## src/plrc_pkg.sv

```systemverilog
// Shared constants for the pin, lamp and reset control block.
package plrc_pkg;
    localparam int CLK_HZ = 50_000_000;
    localparam int CLK_PERIOD_NS = 20;
    localparam int RESET_MIN_NS = 1000;
    localparam int RESET_MIN_CYCLES = (RESET_MIN_NS + CLK_PERIOD_NS - 1) / CLK_PERIOD_NS;
    localparam int BLINK_PERIOD_MS = 50;
    localparam int BLINK_CYCLES = (CLK_HZ / 1000) * BLINK_PERIOD_MS;
    localparam logic [7:0] ADDR_CTRL = 8'h00;
    localparam logic [7:0] ADDR_STATUS = 8'h04;
    localparam logic [7:0] ADDR_IRQ_STATUS = 8'h08;
    localparam logic [7:0] ADDR_IRQ_CLEAR = 8'h0C;
    localparam logic [7:0] ADDR_IRQ_ENABLE = 8'h10;
    localparam int CTRL_PIN_IRQ_FUNC = 0;
    localparam int CTRL_PIN_IRQ_EN = 1;
    localparam int CTRL_DUPLEX_LAMP = 2;
    localparam logic [2:0] CTRL_RESET = 3'h0;
    localparam int IRQ_LINK_CHANGE = 0;
    localparam int IRQ_SPEED_CHANGE = 1;
    localparam int IRQ_COLLISION = 2;
    localparam int IRQ_POWERDOWN = 3;
    localparam int IRQ_W = 4;
    localparam logic [IRQ_W-1:0] IRQ_RESET = 4'h0;
    typedef enum logic [1:0] {
        LED_MODE1 = 2'b01,
        LED_MODE2 = 2'b11,
        LED_MODE3 = 2'b10
    } plrc_led_mode_t;
endpackage

```

## src/plrc_top.sv

```systemverilog
// Reference clock, status lamps, reset and shared power-down/interrupt pin control.
//
// Design decisions made here: register access over APB and the register offsets.
`timescale 1ns/1ns
`default_nettype none
module plrc_top
    import plrc_pkg::*;
#(
    parameter int unsigned BLINK_TICKS = BLINK_CYCLES
)(
    input wire logic clk_sys,
    input wire logic nrst,
    input wire logic ref_clock_in,
    output logic ref_clock_out,
    output logic crystal_drive_out,
    input wire logic strap_rmii,
    input wire logic [1:0] strap_led_mode,
    input wire logic link_good,
    input wire logic speed_100,
    input wire logic full_duplex,
    input wire logic tx_active,
    input wire logic rx_active,
    input wire logic collision,
    output logic link_status_lamp,
    output logic speed_status_lamp,
    output logic activity_collision_lamp,
    input wire logic powerdown_or_irq_pin_in,
    output logic powerdown_or_irq_pin_out,
    output logic powerdown_or_irq_pin_oe,
    output logic powerdown_req,
    output logic irq,
    input wire logic trst_n,
    output logic test_logic_reset,
    input wire logic psel,
    input wire logic penable,
    input wire logic pwrite,
    input wire logic [7:0] paddr,
    input wire logic [31:0] pwdata,
    output logic [31:0] prdata,
    output logic pready,
    output logic pslverr
);
    logic rst_meta_q;
    logic rst_sync_q;
    logic [7:0] hold_cnt_q;
    logic rst_int_n_q;
    logic rmii_q;
    plrc_led_mode_t led_mode_q;
    logic div_q;
    logic [31:0] blink_cnt_q;
    logic blink_tick;
    logic act_now;
    logic act_seen_q;
    logic act_hold_q;
    logic col_seen_q;
    logic col_hold_q;
    logic blink_q;
    logic [2:0] ctrl_q;
    logic [IRQ_W-1:0] irq_status_q;
    logic [IRQ_W-1:0] irq_enable_q;
    logic [IRQ_W-1:0] irq_event;
    logic [IRQ_W-1:0] irq_clear;
    logic link_prev_q;
    logic speed_prev_q;
    logic col_prev_q;
    logic pd_prev_q;
    logic pin_irq_mode;
    logic pd_active;
    logic wr_en;
    logic addr_ok;

    function automatic logic addr_mapped(input logic [7:0] a);
        addr_mapped = (a == ADDR_CTRL) || (a == ADDR_STATUS) || (a == ADDR_IRQ_STATUS) ||
                      (a == ADDR_IRQ_CLEAR) || (a == ADDR_IRQ_ENABLE);
    endfunction

    function automatic plrc_led_mode_t decode_mode(input logic [1:0] s);
        // Strap value zero has no mode of its own, so it falls back to mode 1.
        if (s == 2'h2)
        begin
            decode_mode = LED_MODE2;
        end
        else if (s == 2'h3)
        begin
            decode_mode = LED_MODE3;
        end
        else
        begin
            decode_mode = LED_MODE1;
        end
    endfunction

    // The raw reset only ever asynchronously clears; release passes two flops.
    always_ff @(posedge clk_sys or negedge nrst)
    begin
        if (!nrst)
        begin
            rst_meta_q <= 1'b0;
            rst_sync_q <= 1'b0;
        end
        else
        begin
            rst_meta_q <= 1'b1;
            rst_sync_q <= rst_meta_q;
        end
    end

    // Internal reset stays low for the minimum reset time after release.
    always_ff @(posedge clk_sys or negedge nrst)
    begin
        if (!nrst)
        begin
            hold_cnt_q <= 8'h00;
            rst_int_n_q <= 1'b0;
        end
        else if (rst_sync_q && !rst_int_n_q)
        begin
            if (hold_cnt_q == 8'(RESET_MIN_CYCLES - 1))
            begin
                rst_int_n_q <= 1'b1;
            end
            else
            begin
                hold_cnt_q <= hold_cnt_q + 8'h01;
            end
        end
    end

    // Straps are sampled throughout the hold window; the last sample stays.
    always_ff @(posedge clk_sys or negedge nrst)
    begin
        if (!nrst)
        begin
            rmii_q <= 1'b0;
            led_mode_q <= LED_MODE1;
        end
        else if (rst_sync_q && !rst_int_n_q)
        begin
            rmii_q <= strap_rmii;
            led_mode_q <= decode_mode(strap_led_mode);
        end
    end

    always_ff @(posedge clk_sys or negedge rst_int_n_q)
    begin
        if (!rst_int_n_q)
        begin
            div_q <= 1'b0;
        end
        else
        begin
            div_q <= rmii_q ? 1'b0 : ~div_q;
        end
    end

    // The 50 MHz case forwards the core clock itself; no flop can toggle that fast.
    assign ref_clock_out = rmii_q ? clk_sys : div_q;
    assign crystal_drive_out = ~ref_clock_in;
    assign test_logic_reset = ~trst_n;

    always_ff @(posedge clk_sys or negedge rst_int_n_q)
    begin
        if (!rst_int_n_q)
        begin
            blink_cnt_q <= 32'h0;
        end
        else if (blink_tick)
        begin
            blink_cnt_q <= 32'h0;
        end
        else
        begin
            blink_cnt_q <= blink_cnt_q + 32'h1;
        end
    end

    assign blink_tick = (blink_cnt_q == BLINK_TICKS - 1);
    assign act_now = tx_active || rx_active;

    // Short frames are caught between ticks and shown for a whole period.
    always_ff @(posedge clk_sys or negedge rst_int_n_q)
    begin
        if (!rst_int_n_q)
        begin
            act_seen_q <= 1'b0;
            act_hold_q <= 1'b0;
            col_seen_q <= 1'b0;
            col_hold_q <= 1'b0;
            blink_q <= 1'b0;
        end
        else if (blink_tick)
        begin
            act_seen_q <= 1'b0;
            act_hold_q <= act_seen_q || act_now;
            col_seen_q <= 1'b0;
            col_hold_q <= col_seen_q || collision;
            blink_q <= (act_seen_q || act_now) ? ~blink_q : 1'b0;
        end
        else
        begin
            act_seen_q <= act_seen_q || act_now;
            col_seen_q <= col_seen_q || collision;
        end
    end

    assign pin_irq_mode = ctrl_q[CTRL_PIN_IRQ_FUNC];
    assign pd_active = !pin_irq_mode && !powerdown_or_irq_pin_in;
    assign powerdown_req = pd_active;

    // Lamps go dark while powered down.
    always_ff @(posedge clk_sys or negedge rst_int_n_q)
    begin
        if (!rst_int_n_q)
        begin
            link_status_lamp <= 1'b0;
            speed_status_lamp <= 1'b0;
            activity_collision_lamp <= 1'b0;
        end
        else if (pd_active)
        begin
            link_status_lamp <= 1'b0;
            speed_status_lamp <= 1'b0;
            activity_collision_lamp <= 1'b0;
        end
        else
        begin
            speed_status_lamp <= speed_100;
            unique case (led_mode_q)
                LED_MODE1:
                begin
                    link_status_lamp <= link_good;
                    activity_collision_lamp <= act_now || act_hold_q;
                end
                LED_MODE2:
                begin
                    link_status_lamp <= link_good && !blink_q;
                    activity_collision_lamp <= collision || col_hold_q;
                end
                LED_MODE3:
                begin
                    link_status_lamp <= link_good && !blink_q;
                    activity_collision_lamp <= ctrl_q[CTRL_DUPLEX_LAMP] ? full_duplex :
                                               (collision || col_hold_q);
                end
            endcase
        end
    end

    always_ff @(posedge clk_sys or negedge rst_int_n_q)
    begin
        if (!rst_int_n_q)
        begin
            link_prev_q <= 1'b0;
            speed_prev_q <= 1'b0;
            col_prev_q <= 1'b0;
            pd_prev_q <= 1'b0;
        end
        else
        begin
            link_prev_q <= link_good;
            speed_prev_q <= speed_100;
            col_prev_q <= collision;
            pd_prev_q <= pd_active;
        end
    end

    assign irq_event[IRQ_LINK_CHANGE] = link_good != link_prev_q;
    assign irq_event[IRQ_SPEED_CHANGE] = speed_100 != speed_prev_q;
    assign irq_event[IRQ_COLLISION] = collision && !col_prev_q;
    assign irq_event[IRQ_POWERDOWN] = pd_active && !pd_prev_q;

    assign pready = 1'b1;
    assign addr_ok = addr_mapped(paddr);
    assign pslverr = psel && penable && !addr_ok;
    assign wr_en = psel && penable && pwrite && addr_ok;
    assign irq_clear = (wr_en && paddr == ADDR_IRQ_CLEAR) ? pwdata[IRQ_W-1:0] : IRQ_RESET;

    always_ff @(posedge clk_sys or negedge rst_int_n_q)
    begin
        if (!rst_int_n_q)
        begin
            ctrl_q <= CTRL_RESET;
            irq_enable_q <= IRQ_RESET;
        end
        else if (wr_en && paddr == ADDR_CTRL)
        begin
            ctrl_q <= pwdata[2:0];
        end
        else if (wr_en && paddr == ADDR_IRQ_ENABLE)
        begin
            irq_enable_q <= pwdata[IRQ_W-1:0];
        end
    end

    // A new event outranks a clear written in the same cycle.
    always_ff @(posedge clk_sys or negedge rst_int_n_q)
    begin
        if (!rst_int_n_q)
        begin
            irq_status_q <= IRQ_RESET;
        end
        else
        begin
            irq_status_q <= (irq_status_q & ~irq_clear) | irq_event;
        end
    end

    assign irq = |(irq_status_q & irq_enable_q);
    assign powerdown_or_irq_pin_out = 1'b0;
    assign powerdown_or_irq_pin_oe = pin_irq_mode && ctrl_q[CTRL_PIN_IRQ_EN] && irq;

    // Read data is captured in the setup cycle and shown in the access phase.
    always_ff @(posedge clk_sys or negedge rst_int_n_q)
    begin
        if (!rst_int_n_q)
        begin
            prdata <= 32'h0;
        end
        else if (psel && !penable)
        begin
            if (paddr == ADDR_CTRL)
            begin
                prdata <= {29'h0, ctrl_q};
            end
            else if (paddr == ADDR_STATUS)
            begin
                prdata <= {24'h0, led_mode_q, rmii_q, pd_active, full_duplex, speed_100,
                           link_good, irq};
            end
            else if (paddr == ADDR_IRQ_STATUS)
            begin
                prdata <= {28'h0, irq_status_q};
            end
            else if (paddr == ADDR_IRQ_ENABLE)
            begin
                prdata <= {28'h0, irq_enable_q};
            end
            else
            begin
                prdata <= 32'h0;
            end
        end
    end

    a_ref_mii_toggle: assert property (@(posedge clk_sys) disable iff (!rst_int_n_q)
        (!rmii_q && $past(!rmii_q)) |=> (div_q != $past(div_q)))
        else $error("MII reference clock divider stopped.");
    a_ref_rmii_hold: assert property (@(posedge clk_sys) disable iff (!rst_int_n_q)
        rmii_q |=> !div_q)
        else $error("RMII divider not parked.");
    a_link_mode1: assert property (@(posedge clk_sys) disable iff (!rst_int_n_q)
        (led_mode_q == LED_MODE1 && !pd_active) |=> link_status_lamp == $past(link_good))
        else $error("Mode 1 link lamp wrong.");
    a_link_off_mode2: assert property (@(posedge clk_sys) disable iff (!rst_int_n_q)
        (led_mode_q != LED_MODE1 && !link_good) |=> !link_status_lamp)
        else $error("Link lamp lit without link.");
    a_speed_lamp: assert property (@(posedge clk_sys) disable iff (!rst_int_n_q)
        !pd_active |=> speed_status_lamp == $past(speed_100))
        else $error("Speed lamp wrong.");
    a_act_mode1: assert property (@(posedge clk_sys) disable iff (!rst_int_n_q)
        (led_mode_q == LED_MODE1 && act_now && !pd_active) |=> activity_collision_lamp)
        else $error("Activity lamp dark during activity.");
    a_col_mode2: assert property (@(posedge clk_sys) disable iff (!rst_int_n_q)
        (led_mode_q == LED_MODE2 && collision && !pd_active) |=> activity_collision_lamp)
        else $error("Collision lamp dark during collision.");
    a_duplex_mode3: assert property (@(posedge clk_sys) disable iff (!rst_int_n_q)
        (led_mode_q == LED_MODE3 && ctrl_q[CTRL_DUPLEX_LAMP] && !pd_active)
        |=> activity_collision_lamp == $past(full_duplex))
        else $error("Duplex lamp wrong.");
    a_pin_pd_input: assert property (@(posedge clk_sys) disable iff (!rst_int_n_q)
        !pin_irq_mode |-> !powerdown_or_irq_pin_oe && (powerdown_req == !powerdown_or_irq_pin_in))
        else $error("Shared pin not acting as power-down input.");
    a_pin_irq_drive: assert property (@(posedge clk_sys) disable iff (!rst_int_n_q)
        (pin_irq_mode && ctrl_q[CTRL_PIN_IRQ_EN])
        |-> (powerdown_or_irq_pin_oe == irq) && !powerdown_or_irq_pin_out)
        else $error("Shared pin interrupt drive wrong.");
    a_reset_hold: assert property (@(posedge clk_sys)
        $rose(rst_int_n_q) |-> hold_cnt_q == 8'(RESET_MIN_CYCLES - 1))
        else $error("Internal reset released early.");
endmodule
`default_nettype wire

```

## config.mk

```make
export PLATFORM = sky130hd
export DESIGN_NAME = plrc_top
export DESIGN_NICKNAME = d
export VERILOG_FILES = /design/src/plrc_pkg.sv /design/src/plrc_top.sv
export SDC_FILE = /design/constraint.sdc
export NUM_CORES = 1
export LEC_CHECK = 0
export ABC_CLOCK_PERIOD_IN_PS = 3800
export BUFFER_PORTS_ARGS = -buffer_cell sky130_fd_sc_hd__buf_4
export CAP_MARGIN = 20
export CORE_MARGIN = 2
export CORE_UTILIZATION = 55
export CTS_CLUSTER_DIAMETER = 50
export DETAILED_ROUTE_END_ITERATION = 6
export PLACE_DENSITY_LB_ADDON = 0.1
export RECOVER_POWER = 100
export SYNTH_ARGS = -nofsm -noshare
export SYNTH_HDL_FRONTEND = slang
export SYNTH_SLANG_ARGS = --single-unit
```

## constraint.sdc

```tcl
create_clock -name clk_sys -period 3.8 [get_ports clk_sys]
set_input_delay 0.19 -clock clk_sys [delete_from_list [all_inputs] [get_ports clk_sys]]
set_output_delay 0.19 -clock clk_sys [all_outputs]
set_load 0.05 [all_outputs]
```

# ---- After elaboration in Yosys (flattened, before gate mapping)
# Index checks and enable logic that the tools add are counted.
dict set report totals {
  mem_count 0
  ramBits 0
  in_bits 57
  register_bits 102
  romBits 0
  word_cells 106
  latchBits 0
}
dict set report op_classes {
  n_lt_le_gt_ge 0
  n_shift 0
  bitwise_logic 10
  n_addsub 2
  mux 19
  div 0
  n_reduce_logical 38
  n_eq_ne 13
  n_mul 0
}
# operator count
set ops {}
lappend ops {{32-bit by 1-bit adder with 32-bit output, second input constant} 1}
lappend ops {{32-bit by 22-bit == test with 1-bit output, second input constant} 1}
lappend ops {{32-bit 2-to-1 mux} 1}
lappend ops {{8-bit by 4-bit == test with 1-bit output, second input constant} 2}
lappend ops {{8-bit 2-to-1 mux} 2}
lappend ops {{1-bit logical AND} 15}
lappend ops {{4-bit 2-to-1 mux} 3}
lappend ops {{1-bit logical OR} 9}
lappend ops {{1-bit 2-to-1 mux} 9}
lappend ops {{8-bit by 1-bit adder with 8-bit output, second input constant} 1}
lappend ops {{4-bit bitwise AND} 2}
lappend ops {{2-bit == test, second input constant} 4}
lappend ops {{8-bit by 3-bit == test with 1-bit output, second input constant} 1}
lappend ops {{8-bit by 5-bit == test with 1-bit output, second input constant} 1}
lappend ops {{8-bit by 6-bit == test with 1-bit output, second input constant} 1}
lappend ops {{1-bit logical NOT} 8}
lappend ops {{8-bit logical NOT} 1}
lappend ops {{1-bit inverter} 6}
lappend ops {{2-bit AND reduction} 3}
lappend ops {{2-bit 2-to-1 mux} 2}
lappend ops {{4-bit inverter} 1}
lappend ops {{4-bit bitwise OR} 1}
lappend ops {{4-bit OR reduction} 1}
lappend ops {{1-bit one-hot mux with 3 select lines} 1}
lappend ops {{other kinds (4)} 5}

# ---- Logic depth before layout (Yosys ltp)
dict set report logic_depth {
  word_depth 11
  mapped_depth 7
  mapped_depth_nobuf 5
}

==> results.txt <==
Status - complete, but fails checks
Failing checks - capacitance limit, slew limit
Yosys top cell area share - 50.6%
DRC Markers - 0
Initial antenna violation count - 0
Post-synthesis instance area - 3810 µm²
GR Overflow Total - 0
Fillers - 579
Worst Tran Pin Value - 1550 ps
Pwr Total - 1.95 mW
Setup violators final - 0
Drt wl/cell - 14.7 µm
Crit end category - primary output
Setup TNS - 0 ps
Hold Buf Count CTS - 11
Vias in the first global route - 2613
CP cell instances - clkbuf_8 > clkbuf_8 > mux2_2 > clkbuf_1
Iteration-0 DRC Markers - 109
Post-route cell area - 4330 µm²
Post-CTS Setup Inserts - 0
Delay-heaviest family, CP - buffers and inverters
Predominant post-synthesis flop cell - dfrtp_1
CTS tree - built
Post-route worst setup slack - 924 ps
DR pass1 iterations - 4
Largest net degree at the start of global routing - 65
Most common cell on crit path - clkbuf_8
Synth area leader - dfrtp_1
Slowest-stage cell, CP - clkbuf_1
Startpoint types - clock port
Via count - 2731
Post-DP Area - 4130 µm²
Yosys reg bits - 78
Synth area leaders - dfrtp_1 51%, buf_4 5.1%, xnor2_1 4.6%
Slew margin rel. - -3.16%
Pleak - 1.97 nW
Vias per cell - 5.38
Core region area - 6760 µm²
Ys Warns - 0
Crit Path Class - clock port to primary output
Placer Congestion - 0.913
Min-delay worst type - primary input to flop
Aggregate global-route resource usage - 21.1%
Area grow syn2layout - 13.7%
Clock Skew - 13.0 ps
Die area - 7600 µm²
Dpl hpwl - 5180 µm
Max stage delay on crit path - 300 ps
Share of layout cells above drive strength 1 - 13.3%
Final hold viol count - 0
Clock Latency Late Sink - 440 ps
Ports - 101
ANT nets after route - 0
RSZ-0062 raised after global routing - no
Die width - 87.2 µm
Number of library cell types mapped by synthesis - 50
Register area - 1950 µm²
Clock-pin slew on the worst setup and hold paths - 70 ps
Asr flop ratio synth - 100%
DIE HEIGHT - 87.2 µm
Dpl ws - 1280 ps
# rows - 30
Layout Cells excl Fill - 508
Number of port buffers - 46
Cell count after synthesis - 360
Max-cap violations - 1
Cell count after placement - 477
Diode count - 0
Maximum VDD drop - 0.473 mV
Post_cts resized - 0
Critical Path AT - 2690 ps
Crit path max fanout - 2
Fin nets - 483
Pwr Density - 450 nW/µm²
Multi-input logic area - 1630 µm²
Top cells by count, synth - 77 x dfrtp_1, 26 x buf_4, 26 x nand2_1
Initial core utilization - 56.4%
Final wirelength - 7460 µm
First-pass GRT wire length - 12200 µm
Max Transition Viols Final - 65
Worst Path Required - 3610 ps
Post-synth EDFFs - 0
Critical path buffer and inverter count - 3
Register area share after synthesis - 51.3%
Syn Area/Cell - 10.6 µm²
Top-count cell post-synth - dfrtp_1
## sequential cells by signal, summed over array words and instances, names as in the netlist, 2 cells and up
name          count
irq_enable_q      4
irq_status_q      4
ctrl_q            3
blink_cnt_q      32
led_mode_q        2
prdata            8
hold_cnt_q        8
## path summary, 6_finish.rpt
| kind | slack, ps | depth (start not counted) | start | end |
|---|---|---|---|---|
| setup / recovery | 920 | 4 | clk_sys | ref_clock_out |
| hold / removal | 20 | 3 | tx_active | act_seen_q |
| setup reg to reg | 1280 | 6 | blink_cnt_q[0] | blink_cnt_q[10] |
| hold reg to reg | 360 | 0 | rst_meta_q | rst_sync_q |
| max in group asynchronous | 2090 | 1 | rst_int_n_q | blink_cnt_q[0] |
| min in group asynchronous | 320 | 2 | nrst | hold_cnt_q[5] |
## report_power, final
group | internal, mW | leakage (nW) | switching, mW | total [mW]
Clock | 0.331 | 0.109 | 0.330 | 0.660
Sequential | 0.887 | 1.02 | 0.0606 | 0.947
Combinational | 0.0972 | 0.847 | 0.243 | 0.340
## kinds of logic after synthesis
logic type | share of synthesized area, %
and+or+nand+nor | 20.9
DFF | 51.3
buffers and inverters | 7.26
AOI/OAI and AO/OA | 7.03
xor gates and xnor gates | 8.28
muxes | 4.04
adders and majority gates | 0.986
other | 0.197
## routing by layer
metal / vias up / GRT usage, % / share of wire [%]
li1: 1351 / - / -
met5: - / 0 / 0
met2: 67 / 31.6 / 46
met3: 7 / 5.97 / 4.7
met4: 0 / 10.9 / 1.3
met1: 1306 / 28.1 / 48
## worst reg2reg max path, stage by stage (launching register included)
cell,delay (ps)
dfrtp_1,390
ha_1,220
and4_1,370
nand2_1,90
nor3_1,820
clkbuf_1,420
nor2_1,100
## placed cells by master, fill, tap and decap left out, types with 3 or more instances in the layout
| cell | instances |
|---|---|
| dfrtp_1 | 76 |
| conb_1 | 27 |
| nand2_1 | 26 |
| nor2_1 | 25 |
| clkbuf_1 | 25 |
| buf_4 | 23 |
| xnor2_1 | 20 |
| nand3_1 | 18 |
| xor2_1 | 16 |
| nand4_1 | 13 |
| nor4_1 | 13 |
| clkbuf_8 | 13 |
| dlygate4sd3_1 | 12 |
| inv_1 | 11 |
| nor3_1 | 10 |
| mux2_2 | 10 |
| and4_1 | 8 |
| a21oi_1 | 7 |
| o21ai_0 | 7 |
| a22oi_1 | 5 |
| nor2b_1 | 5 |
| and3_1 | 4 |
| a21o_1 | 4 |
| a22o_1 | 4 |
| and2_1 | 3 |
| or2_2 | 3 |
| nand3b_1 | 3 |
| nand2b_1 | 3 |
| mux2i_1 | 3 |
| ha_1 | 3 |
## final cells by class
type,instances,share of cell area (%)
clock buffers,16,4.39
inverters,11,0.954
well taps,80,2.31
repair buffers,59,8.96
clock inverters,4,0.578
multi-input cells,260,37.7
flip-flops and latches,78,45.1
## metrics by stage
| stage | utilization [%] | hold WS [ps] |
|---|---|---|
| after global placement | 61.1 | 44.0 |
| after floorplan | - | -106 |
| final | 64.1 | 18.1 |
| after detailed placement | 61.1 | 45.2 |
| after CTS | 65.9 | 0.225 |
| after global routing | 64.1 | 14.9 |
No activity file was read; power rests on OpenSTA's default activity.
